File: src/dicb_pkg.sv
/*
  Shared constants and types for the converter input clocking and bus block.
  Assumes one clock domain (mclk_in, 25 MHz) shared by both ends.
*/
package dicb_pkg;
  localparam int unsigned DICB_DW          = 16;
  localparam int unsigned DICB_FIFO_DEPTH  = 4;
  localparam logic [1:0]  DICB_BUS_DUAL    = 2'h0;
  localparam logic [1:0]  DICB_BUS_ILV_A   = 2'h1;
  localparam logic [1:0]  DICB_BUS_ILV_B   = 2'h2;
  localparam logic [1:0]  DICB_BUS_HALF    = 2'h3;
  localparam logic [2:0]  DICB_REFDIV_RST  = 3'h0;
  localparam logic [4:0]  DICB_FBDIV_RST   = 5'h0;
  localparam int unsigned DICB_FLAG_BIT    = 15;
  localparam int unsigned DICB_RATE_DIV    = 2;

  typedef enum logic [4:0] {
    DICB_CM_SYNC  = 5'h01,
    DICB_CM_DUAL  = 5'h02,
    DICB_CM_EXT   = 5'h04,
    DICB_CM_SYNTH = 5'h08,
    DICB_CM_BAD   = 5'h10
  } dicb_clkmode_t;
endpackage : dicb_pkg

File: src/dicb_link_if.sv
/*
  Link between the data source and the converter input logic.
  Assumes both ends share mclk_in; rate clock pin resolved here from enables.
*/
`timescale 1ns/1ps
interface dicb_link_if;
  logic [15:0] first_input_port;
  logic [15:0] second_input_port;
  logic        transmit_gate;
  logic        sync_in;
  logic        src_rate_clock;
  logic        src_rate_clock_oe_n;
  logic        dev_rate_clock;
  logic        dev_rate_clock_oe_n;
  logic        rate_clock_pin;

  assign rate_clock_pin = !dev_rate_clock_oe_n ? dev_rate_clock :
                          !src_rate_clock_oe_n ? src_rate_clock : 1'b0;

  modport device (input first_input_port, second_input_port, transmit_gate, sync_in,
                  rate_clock_pin, output dev_rate_clock, dev_rate_clock_oe_n);
  modport source (output first_input_port, second_input_port, transmit_gate, sync_in,
                  src_rate_clock, src_rate_clock_oe_n, input rate_clock_pin);
endinterface : dicb_link_if

File: src/dicb_device.sv
/*
  Converter input clocking and bus-mode logic: clock mode decode, synthesizer
  divider control, power-down, loop-filter reset and input port routing.
  Assumes the source keeps its own rules; ports sampled through two flops.
*/
// What this block does
// - Sync dual mode: FIFO cleared whenever it holds data and no write is presented
// - Sync dual mode needs sync select, enable
// - Dual clock mode: FIFO is elastic buffer
// - Dual mode synchronised by separate control input
// - Differential or single-ended rate clock selection
// - External mode: drive rate clock pin out
// - Synth mode: sample clock is reference
// - Reference divided by 1, 2, 4, 8
// - Feedback divided by 1 to 32
// - Reference over 160 MHz needs divisor
// - Optional oscillator divide-by-two
// - Synth unused: disable and sleep
// - Loop filter reset toggle resets control
// - Mode 00: independent ports per channel
// - Modes 01/10: deinterleave from one port
// - Transmit gate rising edge marks A
// - Unused port top bit flags A/B
// - Mode 11: half-rate pair, first port to A, second port to B
`timescale 1ns/1ps
module dicb_device
  import dicb_pkg::*;
(
  input  wire logic        mclk_in,
  input  wire logic        rst_in,
  dicb_link_if.device      link,
  input  wire logic        sync_dual_clock_select_in,
  input  wire logic        rate_clock_input_enable_in,
  input  wire logic        rate_clock_comp_input_enable_in,
  input  wire logic        differential_rate_clock_enable_in,
  input  wire logic        synth_enable_in,
  input  wire logic        synth_sleep_in,
  input  wire logic [2:0]  ref_divider_sel_in,
  input  wire logic [4:0]  feedback_divider_sel_in,
  input  wire logic        osc_half_divider_in,
  input  wire logic        loop_filter_reset_in,
  input  wire logic [1:0]  input_bus_select_in,
  input  wire logic        first_sample_flag_select_in,
  input  wire logic        sample_ready_in,
  output logic [15:0]      chan_a_out,
  output logic [15:0]      chan_b_out,
  output logic             chan_valid_out,
  output logic [4:0]       clock_mode_out,
  output logic             unsupported_out,
  output logic             diff_clock_out,
  output logic [5:0]       ref_divisor_out,
  output logic [5:0]       fb_divisor_out,
  output logic             osc_div2_out,
  output logic             synth_power_out,
  output logic             loop_reset_out,
  output logic             fifo_full_out,
  output logic             rate_clock_oe_n_out,
  output logic             rate_clock_out
);
  typedef struct packed {
    logic [15:0] pa1, pa2, pb1, pb2;
    logic        tg1, tg2, tg3, sy1, sy2, lr1, lr2, lr3;
    logic        have_a;
    logic [15:0] hold;
    logic [15:0] chan_a, chan_b;
    logic        chan_valid;
    logic [4:0]  mode;
    logic        unsup, diffc, osc2, pwr, lreset, full, oe_n, rclk;
    logic [5:0]  refd, fbd;
    logic [$clog2(DICB_RATE_DIV)-1:0] rdiv;
  } dicb_dev_t;

  dicb_dev_t st, next_st;
  logic [31:0] f_wdata, f_rdata;
  logic        f_wvalid, f_wready, f_rvalid, f_flush;
  logic        pair_done;
  logic [15:0] pair_a, pair_b;

  dicb_fifo #(.WIDTH(32), .DEPTH(DICB_FIFO_DEPTH)) u_fifo (
    .mclk_in      (mclk_in),
    .rst_in       (rst_in),
    .flush_in     (f_flush),
    .wr_data_in   (f_wdata),
    .wr_valid_in  (f_wvalid),
    .wr_ready_out (f_wready),
    .rd_data_out  (f_rdata),
    .rd_valid_out (f_rvalid),
    .rd_ready_in  (sample_ready_in)
  );

  always_comb begin
    next_st     = st;
    pair_done   = 1'b0;
    pair_a      = st.pa2;
    pair_b      = st.pb2;
    // Pins cross through two flops before use
    next_st.pa1 = link.first_input_port;
    next_st.pa2 = st.pa1;
    next_st.pb1 = link.second_input_port;
    next_st.pb2 = st.pb1;
    next_st.tg1 = link.transmit_gate;
    next_st.tg2 = st.tg1;
    next_st.tg3 = st.tg2;
    next_st.sy1 = link.sync_in;
    next_st.sy2 = st.sy1;
    next_st.lr1 = loop_filter_reset_in;
    next_st.lr2 = st.lr1;
    next_st.lr3 = st.lr2;

    if (sync_dual_clock_select_in && rate_clock_input_enable_in && !synth_enable_in) begin
      next_st.mode = DICB_CM_SYNC;
    end else if (sync_dual_clock_select_in) begin
      next_st.mode = DICB_CM_BAD;
    end else if (synth_enable_in) begin
      next_st.mode = DICB_CM_SYNTH;
    end else if (rate_clock_input_enable_in) begin
      next_st.mode = DICB_CM_DUAL;
    end else begin
      next_st.mode = DICB_CM_EXT;
    end
    next_st.unsup = (next_st.mode == DICB_CM_BAD) ||
                    (differential_rate_clock_enable_in && !rate_clock_input_enable_in);
    next_st.diffc = differential_rate_clock_enable_in && rate_clock_comp_input_enable_in;

    case (ref_divider_sel_in)
      3'h0:    next_st.refd = 6'h01;
      3'h1:    next_st.refd = 6'h02;
      3'h2:    next_st.refd = 6'h04;
      default: next_st.refd = 6'h08;
    endcase
    case (feedback_divider_sel_in)
      5'h00:   next_st.fbd = 6'h01;
      5'h01:   next_st.fbd = 6'h02;
      5'h02:   next_st.fbd = 6'h04;
      5'h03:   next_st.fbd = 6'h08;
      5'h04:   next_st.fbd = 6'h10;
      default: next_st.fbd = 6'h20;
    endcase
    next_st.osc2 = osc_half_divider_in && synth_enable_in;
    next_st.pwr  = synth_enable_in && !synth_sleep_in;
    // Edge of reset toggle clears control
    next_st.lreset = (st.lr2 != st.lr3) || !next_st.pwr;
    // Loop runs whenever synth is enabled and not asleep, whatever the mode; detector lives in analog domain

    // Rate clock output in external mode
    next_st.oe_n = !(st.mode == DICB_CM_EXT || (st.mode == DICB_CM_SYNTH &&
                     !rate_clock_input_enable_in));
    next_st.rdiv = st.rdiv + 1'b1;
    if (st.rdiv == '1) begin
      next_st.rclk = !st.rclk;
    end

    // Input routing
    case (input_bus_select_in)
      DICB_BUS_DUAL: pair_done = 1'b1;
      DICB_BUS_ILV_A, DICB_BUS_ILV_B: begin
        if (first_sample_flag_select_in) begin
          if (st.tg2 && !st.tg3) begin
            next_st.have_a = 1'b1;
            next_st.hold   = (input_bus_select_in == DICB_BUS_ILV_A) ? st.pa2 : st.pb2;
          end else if (st.have_a) begin
            pair_done      = 1'b1;
            next_st.have_a = 1'b0;
          end
        end else begin
          // Top bit of unused port flags A
          if (((input_bus_select_in == DICB_BUS_ILV_A) ? st.pb2[DICB_FLAG_BIT]
                                                       : st.pa2[DICB_FLAG_BIT])) begin
            next_st.have_a = 1'b1;
            next_st.hold   = (input_bus_select_in == DICB_BUS_ILV_A) ? st.pa2 : st.pb2;
          end else if (st.have_a) begin
            pair_done      = 1'b1;
            next_st.have_a = 1'b0;
          end
        end
        pair_a = st.hold;
        pair_b = (input_bus_select_in == DICB_BUS_ILV_A) ? st.pa2 : st.pb2;
      end
      DICB_BUS_HALF: begin
        pair_done = 1'b1;
        pair_a    = st.pa2;
        pair_b    = st.pb2;
      end
      default: pair_done = 1'b0;
    endcase

    // Output stage; channel B carries second half-rate sample in mode 11
    next_st.chan_valid = f_rvalid && sample_ready_in;
    if (f_rvalid && sample_ready_in) begin
      next_st.chan_a = f_rdata[31:16];
      next_st.chan_b = f_rdata[15:0];
    end
    next_st.full = !f_wready;

    if (rst_in) begin
      next_st = '0;
      next_st.oe_n = 1'b1;
    end
  end

  // Sync mode clears FIFO whenever it holds data and no write is presented; in dual mode the sync input realigns it
  assign f_flush  = (st.mode == DICB_CM_SYNC) ? f_rvalid && !f_wvalid
                                              : (st.mode == DICB_CM_DUAL && st.sy2);
  assign f_wvalid = pair_done && (st.mode != DICB_CM_BAD) && (st.mode != 5'h00);
  assign f_wdata  = {pair_a, pair_b};

  always_ff @(posedge mclk_in) begin
    st <= next_st;
  end

  assign chan_a_out          = st.chan_a;
  assign chan_b_out          = st.chan_b;
  assign chan_valid_out      = st.chan_valid;
  assign clock_mode_out      = st.mode;
  assign unsupported_out     = st.unsup;
  assign diff_clock_out      = st.diffc;
  assign ref_divisor_out     = st.refd;
  assign fb_divisor_out      = st.fbd;
  assign osc_div2_out        = st.osc2;
  assign synth_power_out     = st.pwr;
  assign loop_reset_out      = st.lreset;
  assign fifo_full_out       = st.full;
  assign rate_clock_oe_n_out = st.oe_n;
  assign rate_clock_out      = st.rclk;
  assign link.dev_rate_clock      = st.rclk;
  assign link.dev_rate_clock_oe_n = st.oe_n;
endmodule : dicb_device

File: src/dicb_fifo.sv
/*
  Small flop FIFO with valid/ready on both sides.
  Assumes a single clock and synchronous active-high reset.
*/
`timescale 1ns/1ps
module dicb_fifo #(
  parameter int unsigned WIDTH = 32,
  parameter int unsigned DEPTH = 4
) (
  input  wire logic             mclk_in,
  input  wire logic             rst_in,
  input  wire logic             flush_in,
  input  wire logic [WIDTH-1:0] wr_data_in,
  input  wire logic             wr_valid_in,
  output logic                  wr_ready_out,
  output logic [WIDTH-1:0]      rd_data_out,
  output logic                  rd_valid_out,
  input  wire logic             rd_ready_in
);
  localparam int unsigned AW = $clog2(DEPTH);
  typedef struct packed {
    logic [DEPTH-1:0][WIDTH-1:0] mem;
    logic [AW-1:0]               wp;
    logic [AW-1:0]               rp;
    logic [AW:0]                 cnt;
  } dicb_fifo_t;

  dicb_fifo_t st, next_st;
  logic       do_wr;
  logic       do_rd;

  assign do_wr        = wr_valid_in && wr_ready_out;
  assign do_rd        = rd_valid_out && rd_ready_in;
  // Count is one bit wider than the pointers so that full differs from empty
  assign wr_ready_out = (st.cnt != (AW+1)'(DEPTH)) && !rst_in;
  assign rd_valid_out = (st.cnt != '0);
  assign rd_data_out  = st.mem[st.rp];

  always_comb begin
    next_st = st;
    if (do_wr) begin
      next_st.mem[st.wp] = wr_data_in;
      next_st.wp         = (st.wp == AW'(DEPTH-1)) ? '0 : st.wp + 1'b1;
    end
    if (do_rd) begin
      next_st.rp = (st.rp == AW'(DEPTH-1)) ? '0 : st.rp + 1'b1;
    end
    next_st.cnt = st.cnt + (AW+1)'(do_wr) - (AW+1)'(do_rd);
    // Flush wins over a write in the same cycle; storage itself is not cleared
    if (rst_in || flush_in) begin
      next_st.wp  = '0;
      next_st.rp  = '0;
      next_st.cnt = '0;
    end
  end

  always_ff @(posedge mclk_in) begin
    st <= next_st;
  end
endmodule : dicb_fifo

File: src/flat_wrapper.sv
// flat-port wrapper written by rule: the top's interface ports become plain ports
module dicb_device_flat import dicb_pkg::*;
  (mclk_in, rst_in, sync_dual_clock_select_in, rate_clock_input_enable_in, rate_clock_comp_input_enable_in, differential_rate_clock_enable_in, synth_enable_in, synth_sleep_in, ref_divider_sel_in, feedback_divider_sel_in, osc_half_divider_in, loop_filter_reset_in, input_bus_select_in, first_sample_flag_select_in, sample_ready_in, chan_a_out, chan_b_out, chan_valid_out, clock_mode_out, unsupported_out, diff_clock_out, ref_divisor_out, fb_divisor_out, osc_div2_out, synth_power_out, loop_reset_out, fifo_full_out, rate_clock_oe_n_out, rate_clock_out, link_first_input_port, link_second_input_port, link_transmit_gate, link_sync_in, link_dev_rate_clock, link_dev_rate_clock_oe_n);
  dicb_link_if link_i ();
  input  wire logic mclk_in;
  input  wire logic rst_in;
  input  wire logic sync_dual_clock_select_in;
  input  wire logic rate_clock_input_enable_in;
  input  wire logic rate_clock_comp_input_enable_in;
  input  wire logic differential_rate_clock_enable_in;
  input  wire logic synth_enable_in;
  input  wire logic synth_sleep_in;
  input  wire logic [2:0] ref_divider_sel_in;
  input  wire logic [4:0] feedback_divider_sel_in;
  input  wire logic osc_half_divider_in;
  input  wire logic loop_filter_reset_in;
  input  wire logic [1:0] input_bus_select_in;
  input  wire logic first_sample_flag_select_in;
  input  wire logic sample_ready_in;
  output logic [15:0] chan_a_out;
  output logic [15:0] chan_b_out;
  output logic chan_valid_out;
  output logic [4:0] clock_mode_out;
  output logic unsupported_out;
  output logic diff_clock_out;
  output logic [5:0] ref_divisor_out;
  output logic [5:0] fb_divisor_out;
  output logic osc_div2_out;
  output logic synth_power_out;
  output logic loop_reset_out;
  output logic fifo_full_out;
  output logic rate_clock_oe_n_out;
  output logic rate_clock_out;
  input wire logic [$bits(link_i.first_input_port)-1:0] link_first_input_port;
  input wire logic [$bits(link_i.second_input_port)-1:0] link_second_input_port;
  input wire logic [$bits(link_i.transmit_gate)-1:0] link_transmit_gate;
  input wire logic [$bits(link_i.sync_in)-1:0] link_sync_in;
  output wire logic [$bits(link_i.dev_rate_clock)-1:0] link_dev_rate_clock;
  output wire logic [$bits(link_i.dev_rate_clock_oe_n)-1:0] link_dev_rate_clock_oe_n;
  assign link_i.first_input_port = link_first_input_port;
  assign link_i.second_input_port = link_second_input_port;
  assign link_i.transmit_gate = link_transmit_gate;
  assign link_i.sync_in = link_sync_in;
  assign link_dev_rate_clock = link_i.dev_rate_clock;
  assign link_dev_rate_clock_oe_n = link_i.dev_rate_clock_oe_n;
  dicb_device u_core (.mclk_in(mclk_in), .rst_in(rst_in), .link(link_i), .sync_dual_clock_select_in(sync_dual_clock_select_in), .rate_clock_input_enable_in(rate_clock_input_enable_in), .rate_clock_comp_input_enable_in(rate_clock_comp_input_enable_in), .differential_rate_clock_enable_in(differential_rate_clock_enable_in), .synth_enable_in(synth_enable_in), .synth_sleep_in(synth_sleep_in), .ref_divider_sel_in(ref_divider_sel_in), .feedback_divider_sel_in(feedback_divider_sel_in), .osc_half_divider_in(osc_half_divider_in), .loop_filter_reset_in(loop_filter_reset_in), .input_bus_select_in(input_bus_select_in), .first_sample_flag_select_in(first_sample_flag_select_in), .sample_ready_in(sample_ready_in), .chan_a_out(chan_a_out), .chan_b_out(chan_b_out), .chan_valid_out(chan_valid_out), .clock_mode_out(clock_mode_out), .unsupported_out(unsupported_out), .diff_clock_out(diff_clock_out), .ref_divisor_out(ref_divisor_out), .fb_divisor_out(fb_divisor_out), .osc_div2_out(osc_div2_out), .synth_power_out(synth_power_out), .loop_reset_out(loop_reset_out), .fifo_full_out(fifo_full_out), .rate_clock_oe_n_out(rate_clock_oe_n_out), .rate_clock_out(rate_clock_out));
endmodule
File: config.mk
export PLATFORM = sky130hd
export DESIGN_NAME = dicb_device_flat
export DESIGN_NICKNAME = d
export VERILOG_FILES = /design/src/dicb_pkg.sv /design/src/dicb_link_if.sv /design/src/dicb_device.sv /design/src/dicb_fifo.sv /design/src/flat_wrapper.sv
export SDC_FILE = /design/constraint.sdc
export NUM_CORES = 1
export LEC_CHECK = 0
export BUFFER_PORTS_ARGS = -buffer_cell sky130_fd_sc_hd__buf_2
export CAP_MARGIN = 5
export CORE_ASPECT_RATIO = 2
export CORE_UTILIZATION = 40
export CTS_BUF_LIST = sky130_fd_sc_hd__clkbuf_4 sky130_fd_sc_hd__clkbuf_8
export DETAILED_ROUTE_END_ITERATION = 7
export REMOVE_ABC_BUFFERS = 1
export SYNTH_ARGS = -nofsm -noshare
export SYNTH_HDL_FRONTEND = slang
export SYNTH_SLANG_ARGS = --single-unit
File: constraint.sdc
create_clock -name mclk_in -period 3.5 [get_ports mclk_in]
set_input_delay 0.175 -clock mclk_in [delete_from_list [all_inputs] [get_ports mclk_in]]
set_output_delay 0.175 -clock mclk_in [all_outputs]
set_load 0.1 [all_outputs]
==> results.ini, run 1 <==
[place]
port_buffers=113
place_area_um2=10900
dpl.hpwl_um=11800
place_congestion=0.724

[critical_path]
crit_required_ns=3.91
crit_chain=nor3_1 > nand2b_2 > inv_2 > ha_1 > inv_1 > ha_1 > inv_1 > fa_1 > xor2_1 > xnor2_1 > nor2_1
max_stage_delay_ns=0.51
critPathBufInv=3
worstSetupPathType=flop to flop
start_kind=flop
worstPathArrival_ns=3.15
cp_max_fo=34
crit_path_end_kind=flop
cp_top_family=adder cells
critPathSlowestCell=inv_2

[drt]
drt_iter0_drc=217
avgRoutedWirePerCell_um=16.0
drc_errors=0
viasPerCell=4.59
num_vias=5723
wl_um=20000
postRouteAntennaNets=0
drtPass1Iterations=5

[yosys]
synth_cells=740
syn_area_um2=10300
ys_types=44
synthFlopType=dfxtp_1
synth_edf_count=128
syn-mean-instance-area_um2=14.0
synth_seq_cells=281
yosys_warnings=0
yosysSeqAreaShare_pct=66.8
postSynth.asyncResetShare_pct=0

[sta]
hold_violations=0
clock_skew_ns=0.0173
worst_slew_pin_slew_ns=0.943
slew_headroom_pct=37.1
max_freq_mhz=365
rsz0062_at_grt=no
setup_viol=0
maxSlewViolCount=0
min_period_over_period_pct=78.3
final.setup.tns_ns=0
period_minus_slack_ns=2.74

[worst_hold_path]
worst_hold_path_type=primary input to flop

[clocking]
clock_sinks=281
clkTransAtPathRegs_ns=0.06
cts_buffers=40
cts_tree=done
ctsLongestPathBuffers=3
cts-root-buf=clkbuf_8
clk_latency_ns=0.53
htreeDepth=2

[floorplan]
core_um2=25200
io_pins=116
initial_core_util_pct=41.0
die_w_um=116
dieArea_um2=26600
die_y_um=229
fp-row-count=82

[layout]
fillers=2334
final_net_count=946
drive_gt1_share_pct=29.7
syn_to_final_growth_pct=18.8
design_area_um2=12300
seq_area_um2=6910
multi_input_area_um2=2830

[global_route]
grt_remaining_overflow=0
grt_max_degree=144
grt_pass1_vias=6065
grt_usage_pct=15.8
antenna_found_initial=1
grt_pass1_wl_um=31700

[flow_run]
drv_cap=0

[pwr]
cellPowerDensity_nw_per_um2=650
power.leakage_nw=4.69
peakVddDrop_uv=419

[run_status]
status=finished clean

==> cells in the final DEF (no fill, tap or decap), drive strengths merged <==
cell type,count
or4,2
and3,2
mux2,32
fa,1
dfxtp,153
nor4,4
xor2,1
clkinv,15
nor2,36
nor2b,74
clkbuf,55
mux2i,18
xnor2,3
nand2,70
buf,125
edfxtp,128
and4b,1
and2,5
a21o,1
ha,9
mux4,32
a21oi,39
a31oi,2
and2b,1
nor3b,4
nand2b,3
a211oi,1
o21ai,4
nor3,5
clkinvlp,1
conb,2
o31ai,1
nor4b,3
inv,13
or2,1
diode,1
dlygate4sd3,60
a211o,1
and3b,1
==> tightest hold or removal path, cell delays in order <==
cell	delay (ns)
buf_2	0.09
nor3b_1	0.15
or2_2	0.12
==> report_power, final <==
part           internal (mW)  switching, mW  leakage [nW]
clock network           1.29           1.20         0.412
logic                  0.510           1.24          1.84
registers               3.61          0.145          2.44
total                   5.41           2.58          4.69
==> layout make-up <==
| type | instances | area share [%] |
|---|---|---|
| sequential | 281 | 56.2 |
| clock buffer | 55 | 5.65 |
| inverter | 13 | 0.397 |
| timing repair buffer | 185 | 10.6 |
| multi-input combinational | 359 | 23.0 |
| antenna | 1 | 0.0204 |
| clock inverter | 16 | 0.601 |
| tap | 336 | 3.42 |
==> what timing repair did <==
item / in CTS / in global routing
buffers inserted: 0 / 0
hold buffers: 60 / 0
resized for setup: 0 / 0
hold endpoints to repair: 54 / 0
==> state kept, by name, summed over array words and instances, names as in the netlist, 4 cells and up <==
name,count
u_core.chan_a_out,16
u_core.chan_b_out,16
u_core.clock_mode_out,5
u_core.fb_divisor_out,6
u_core.ref_divisor_out,4
u_core.st,90
u_core.u_fifo.st,135
==> path summary, 6_finish.rpt <==
check | endpoint | start | slack (ns) | depth (start not counted)
hold reg to reg | u_core.st[120] | u_core.st[136] | 0.43 | 1
setup reg to reg | u_core.u_fifo.st[2] | u_core.u_fifo.st[1] | 0.76 | 11
setup / recovery | u_core.u_fifo.st[2] | u_core.u_fifo.st[1] | 0.76 | 11
hold / removal | u_core.unsupported_out | differential_rate_clock_enable_in | 0.04 | 3
==> cells by family (layout without fill, tap and decap cells) <==
group | count (synthesis) | in the layout | synth area share [%]
flops | 281 | 281 | 66.8
simple gates | 212 | 212 | 10.5
buf+inv | 101 | 269 | 5.99
mux | 82 | 82 | 12.2
compound gates | 49 | 49 | 2.95
fa+ha+maj | 10 | 10 | 1.28
xor+xnor | 4 | 4 | 0.339
other cells | 1 | 3 | 0.0362
==> metrics by stage <==
step           hold WS [ns]  utilization (%)  setup WS (ns)  std cells  power [mW]
2_1_floorplan         0.242                -          0.263        653        5.14
3_3_place_gp          0.349             43.3          0.561       1114        5.55
3_5_place_dp          0.360             43.3          0.492       1114        5.57
4_1_cts              0.0148             48.7          0.668       1245        8.13
5_1_grt              0.0607             48.7          0.538       1246        8.36
6_report             0.0366             48.7          0.760       1246        7.99
==> layer usage <==
metal  track usage (%)  part of all wire, %
met1              16.3                   37
met2              30.2                   56
met3              2.94                  3.7
met4              6.33                  2.8
met5                 0                    0
==> cell usage after synthesis, types with 2 or more instances <==
cell	n	share of area, %
a21oi_1	37	1.8
a21oi_2	2	0.17
a31oi_1	2	0.12
and2_1	4	0.24
and3_1	2	0.12
buf_1	3	0.11
buf_2	9	0.44
buf_4	54	3.9
buf_6	2	0.22
clkbuf_1	19	0.69
dfxtp_1	153	30
edfxtp_1	128	37
ha_1	9	1.1
inv_1	12	0.44
mux2_2	32	3.5
mux2i_1	18	1.7
mux4_2	32	7.0
nand2_1	70	2.5
nand2b_1	3	0.18
nor2_1	36	1.3
nor2b_1	73	4.4
nor3_1	5	0.24
nor3b_1	4	0.29
nor4_1	4	0.24
nor4b_1	3	0.25
o21ai_0	3	0.15
or4_1	2	0.15
xnor2_1	3	0.25
(Power assumes the default switching activity.)
==> run 2, diff against run 1 <==
==> constraint.sdc (replaced) <==
create_clock -name mclk_in -period 2.75 [get_ports mclk_in]
set_input_delay 0.1375 -clock mclk_in [delete_from_list [all_inputs] [get_ports mclk_in]]
set_output_delay 0.1375 -clock mclk_in [all_outputs]
set_load 0.1 [all_outputs]
==> results.ini, run 2 (synthesis gave the netlist of run 1 again) <==
[pwr]
p_seq_share_pct=46.3
clock_power_share_pct=31.2
power.leakage_nw=4.74
p_int_mw=6.97
power_mw=10.2
p_sw_share_pct=31.9
peakVddDrop_uv=434
switchingPower_mw=3.27
combPwrFrac_pct=22.5
cellPowerDensity_nw_per_um2=827

[drt]
wl_um=19800
drt_iter0_drc=240
postRouteAntennaNets=0
viasPerCell=4.60
avgRoutedWirePerCell_um=15.8
num_vias=5755
drtPass1Iterations=5
drc_errors=0

[layout]
reg_top3=u_core.u_fifo.st x135, u_core.st x90
multi_input_area_um2=2830
final_cell_mix=151 x dfxtp_1, 128 x edfxtp_1, 112 x buf_2, 73 x nor2b_1, 70 x nand2_1
syn_to_final_growth_pct=19.7
final_net_count=950
fillers=2255
utilization_pct=49.0
drive_gt1_share_pct=30.4
layout_commonest_cell=dfxtp_1
seq_area_um2=6910
top_register=u_core.u_fifo.st
largest_register_ffs=135

[critical_path]
cp_max_fo=3
r2r_start=u_core.st[131]
worstPathArrival_ns=2.89
max_stage_delay_ns=0.38
crit_required_ns=3.17
r2r-end=u_core.u_fifo.st[2]
r2r_setup_slack_ns=0.28
rr_worst_depth=12
cpMostUsedCell=inv_1
crit_chain=nor2b_2 > a211o_4 > a211oi_4 > inv_1 > ha_1 > inv_1 > ha_1 > inv_1 > fa_1 > xor2_1 > xnor2_1 > nor2_1
worstSetupPathType=flop to flop
start_kind=flop
crit_path_end_kind=flop
critPathSlowestCell=fa_1

[clocking]
clock_sinks=281
cts_buffers=39
cts_tree=done
ctsLongestPathBuffers=3
cts-root-buf=clkbuf_8
clk_latency_ns=0.55
post-cts-setup-buffers=0
htreeDepth=2
clkTransAtPathRegs_ns=0.07

[floorplan]
die_y_um=229
fp-row-count=82
initial_core_util_pct=41.0
io_pins=116
dieArea_um2=26600
core_um2=25200
die_w_um=116

[flow_run]
drv_cap=0

[global_route]
grt_pass1_vias=6163
grt_max_degree=144
grt_remaining_overflow=0
grt_usage_pct=15.9
grt_pass1_wl_um=31700
antenna_found_initial=1

[sta]
rsz0062_at_grt=no
maxSlewViolCount=0
slew_headroom_pct=55.3
setup_viol=0
min_period_over_period_pct=89.8
clock_skew_ns=0.0123
period_minus_slack_ns=2.47
max_freq_mhz=405
worst_slew_pin_slew_ns=0.670
hold_violations=0

[place]
port_buffers=113
place_congestion=0.740
dpl.hpwl_um=11500

[run_status]
status=finished clean

[worst_hold_path]
hold_end=u_core.unsupported_out
worst_hold_path_type=primary input to flop
worstHoldStart=differential_rate_clock_enable_in
whs_path_depth=3

[run 2: power by group through the flow]
stage	combinational, mW	clock [mW]	sequential, mW
6_report	2.30	3.20	4.74
5_1_grt	2.49	3.49	4.77
4_1_cts	2.36	3.31	4.75
3_5_place_dp	2.30	0	4.84
3_3_place_gp	2.27	0	4.83
2_1_floorplan	0.763	0	5.77
[run 2: worst max path at each step]
stage / startpoint / endpoint / slack, ns / depth (start not counted)
floorplan: u_core.u_fifo.st[1] / u_core.u_fifo.st[2] / -0.49 / 11
global placement: input_bus_select_in[1] / u_core.u_fifo.st[2] / 0.19 / 15
detailed placement: input_bus_select_in[1] / u_core.u_fifo.st[2] / 0.12 / 15
CTS: u_core.st[131] / u_core.u_fifo.st[2] / 0.27 / 12
global route: u_core.st[131] / u_core.u_fifo.st[2] / 0.09 / 12
finish: u_core.st[131] / u_core.u_fifo.st[2] / 0.28 / 12
[run 2: routing by layer]
metal	track usage [%]	routed length (um)	part of all wire, %
met1	15.9	7280	37
met2	30.3	11000	56
met5	0	0	0
met3	3.07	763	3.9
met4	7.69	701	3.5
[run 2: what timing repair did]
item / in CTS / in global routing
gates resized for setup: 0 / 0
endpoints found under the hold margin: 55 / 0
hold buffers: 59 / 0
setup endpoints to repair: 0 / 0
[run 2: area by class of cell]
class	instances	area share (%)
clock buffers	57	5.83
inverters	13	0.394
well taps	336	3.40
flip-flops and latches	281	55.8
clock inverters	14	0.515
multi-input cells	359	22.9
repair buffers	190	11.2
diodes	1	0.0202
[run 2: metrics by stage]
stage	area, um2	instances	hold WS [ns]	setup TNS [ns]	setup WS [ns]
2_1_floorplan	9780	653	0.204	-9.85	-0.487
3_3_place_gp	11000	1120	0.312	0	0.189
3_5_place_dp	11000	1120	0.315	0	0.119
4_1_cts	12400	1250	0.0145	0	0.267
5_1_grt	12400	1251	0.0493	0	0.0949
6_report	12400	1251	0.0201	0	0.280
[run 2: worst max-delay path: cells and delay by family (launching register included)]
family	cells	cell delay, ns
AOI/OAI and AO/OA	2	0.55
xor gates and xnor gates	2	0.32
adders and majority gates	3	0.80
buffers and inverters	3	0.17
DFF	1	0.32
and+or+nand+nor	2	0.20
==> run 3, diff against run 2 <==
--- a/config.mk
+++ b/config.mk
@@ -11,7 +11,7 @@
 export CORE_UTILIZATION = 40
 export CTS_BUF_LIST = sky130_fd_sc_hd__clkbuf_4 sky130_fd_sc_hd__clkbuf_8
 export DETAILED_ROUTE_END_ITERATION = 7
-export REMOVE_ABC_BUFFERS = 1
+export SKIP_LAST_GASP = 1
 export SYNTH_ARGS = -nofsm -noshare
 export SYNTH_HDL_FRONTEND = slang
 export SYNTH_SLANG_ARGS = --single-unit
==> results.ini, run 3 (synthesis gave the netlist of run 1 again) <==
[run_status]
status=finished clean

[layout]
final_cell_mix=152 x dfxtp_1, 128 x edfxtp_1, 112 x buf_2, 73 x nor2b_1, 70 x nand2_1
top_register=u_core.u_fifo.st
fillers=2284
reg_top3=u_core.u_fifo.st x135, u_core.st x90
drive_gt1_share_pct=29.6
largest_register_ffs=135
syn_to_final_growth_pct=19.9
final_net_count=951
layout_commonest_cell=dfxtp_1
final_cells=1252

[flow_run]
drv_cap=0

[pwr]
power.leakage_nw=4.75
peakVddDrop_uv=408
p_sw_share_pct=31.6
combPwrFrac_pct=22.5
cellPowerDensity_nw_per_um2=827
switchingPower_mw=3.24
p_seq_share_pct=45.8
power_mw=10.3
p_int_mw=7.02
clock_power_share_pct=31.7

[floorplan]
die_w_um=116
die_y_um=229
dieArea_um2=26600
io_pins=116
fp-row-count=82
core_um2=25200
initial_core_util_pct=41.0

[sta]
setup_viol=0
slew_headroom_pct=55.6
min_period_over_period_pct=89.5
maxSlewViolCount=0
max_freq_mhz=406
rsz0062_at_grt=no
hold_violations=0
holdWs_ns=0.158
period_minus_slack_ns=2.46
clock_skew_ns=0.0167
worst_slew_pin_slew_ns=0.665
final.setup.tns_ns=0

[global_route]
grt_pass1_vias=5847
grt_remaining_overflow=0
antenna_found_initial=1
grt_max_degree=144
grt_usage_pct=15.0
grt_pass1_wl_um=30200

[clocking]
cts-root-buf=clkbuf_8
htreeDepth=2
clock_sinks=281
cts_tree=done
cts_resized=0
ctsLongestPathBuffers=3
cts_buffers=40
clk_latency_ns=0.54
post-cts-setup-buffers=0
clkTransAtPathRegs_ns=0.07

[place]
placedCellCount=1118
place_congestion=0.697
dpl.hpwl_um=11600
port_buffers=113

[critical_path]
worstPathArrival_ns=2.87
cp_max_fo=5
worstSetupPathType=flop to flop
critPathSlowestCell=or4_1
max_stage_delay_ns=0.56
crit_required_ns=3.16
start_kind=flop
crit_path_end_kind=flop
crit_chain=or4_1 > o21ai_2 > a211oi_4 > inv_1 > ha_1 > inv_1 > ha_1 > inv_1 > fa_1 > xor2_1 > xnor2_1 > nor2_1
cpMostUsedCell=inv_1

[drt]
avgRoutedWirePerCell_um=15.2
drc_errors=0
wl_um=19100
viasPerCell=4.53
num_vias=5667
drt_iter0_drc=238
postRouteAntennaNets=0
drtPass1Iterations=4

[worst_hold_path]
worst_hold_path_type=primary input to flop

==> run 3: per-layer routing <==
| metal | vias up | track usage, % | share of wire, % |
|---|---|---|---|
| met5 | - | 0 | 0 |
| met4 | 0 | 6.57 | 3.0 |
| met3 | 35 | 2.49 | 3.2 |
| met2 | 113 | 28.2 | 55 |
| met1 | 2705 | 15.9 | 38 |
| li1 | 2814 | - | - |
==> run 3: what timing repair did <==
item	4_1_cts	5_1_grt
hold endpoints to repair	56	0
hold buffers	61	0
endpoints found under the setup margin	0	0
==> run 3: stage by stage <==
stage	setup slack [ns]	area, um2	utilization [%]
6_report	0.290	12400	49.2
5_1_grt	0.140	12400	49.2
4_1_cts	0.266	12400	49.1
3_5_place_dp	0.0855	11000	43.5
3_3_place_gp	0.145	11000	43.5
2_1_floorplan	0.219	10300	-
==> run 3: final timing paths <==
| path | from | endpoint | slack (ns) | cells after the start |
|---|---|---|---|---|
| setup / recovery | u_core.clock_mode_out[3] | u_core.u_fifo.st[2] | 0.29 | 12 |
| hold / removal | rst_in | u_core.st[80] | 0.16 | 3 |
| setup reg to reg | u_core.clock_mode_out[3] | u_core.u_fifo.st[2] | 0.29 | 12 |
| hold reg to reg | u_core.st[138] | u_core.st[122] | 0.43 | 1 |
==> run 3: power by group through the flow <==
stage	registers, mW	logic [mW]	clock network (mW)
floorplan	4.85	1.94	0
global placement	4.79	2.29	0
detailed placement	4.79	2.30	0
CTS	4.70	2.36	3.38
global route	4.72	2.48	3.52
finish	4.70	2.31	3.26
==> run 3: area by class of cell <==
| cell class | instances | area [um2] | share of cell area (%) |
|---|---|---|---|
| multi-input combinational | 359 | 2820 | 22.8 |
| inverter | 13 | 48.8 | 0.393 |
| timing repair buffer | 190 | 1400 | 11.3 |
| clock buffer | 61 | 752 | 6.06 |
| tap | 336 | 420 | 3.39 |
| clock inverter | 11 | 52.6 | 0.424 |
| sequential | 281 | 6910 | 55.7 |
| antenna | 1 | 2.50 | 0.0202 |
==> run 3: worst max-delay path: cells and delay by family, from the launching register on <==
family / cells / cell delay, ns
simple gates: 2 / 0.62
flops: 1 / 0.33
xor+xnor: 2 / 0.31
buf+inv: 3 / 0.18
fa+ha+maj: 3 / 0.72
compound gates: 2 / 0.18
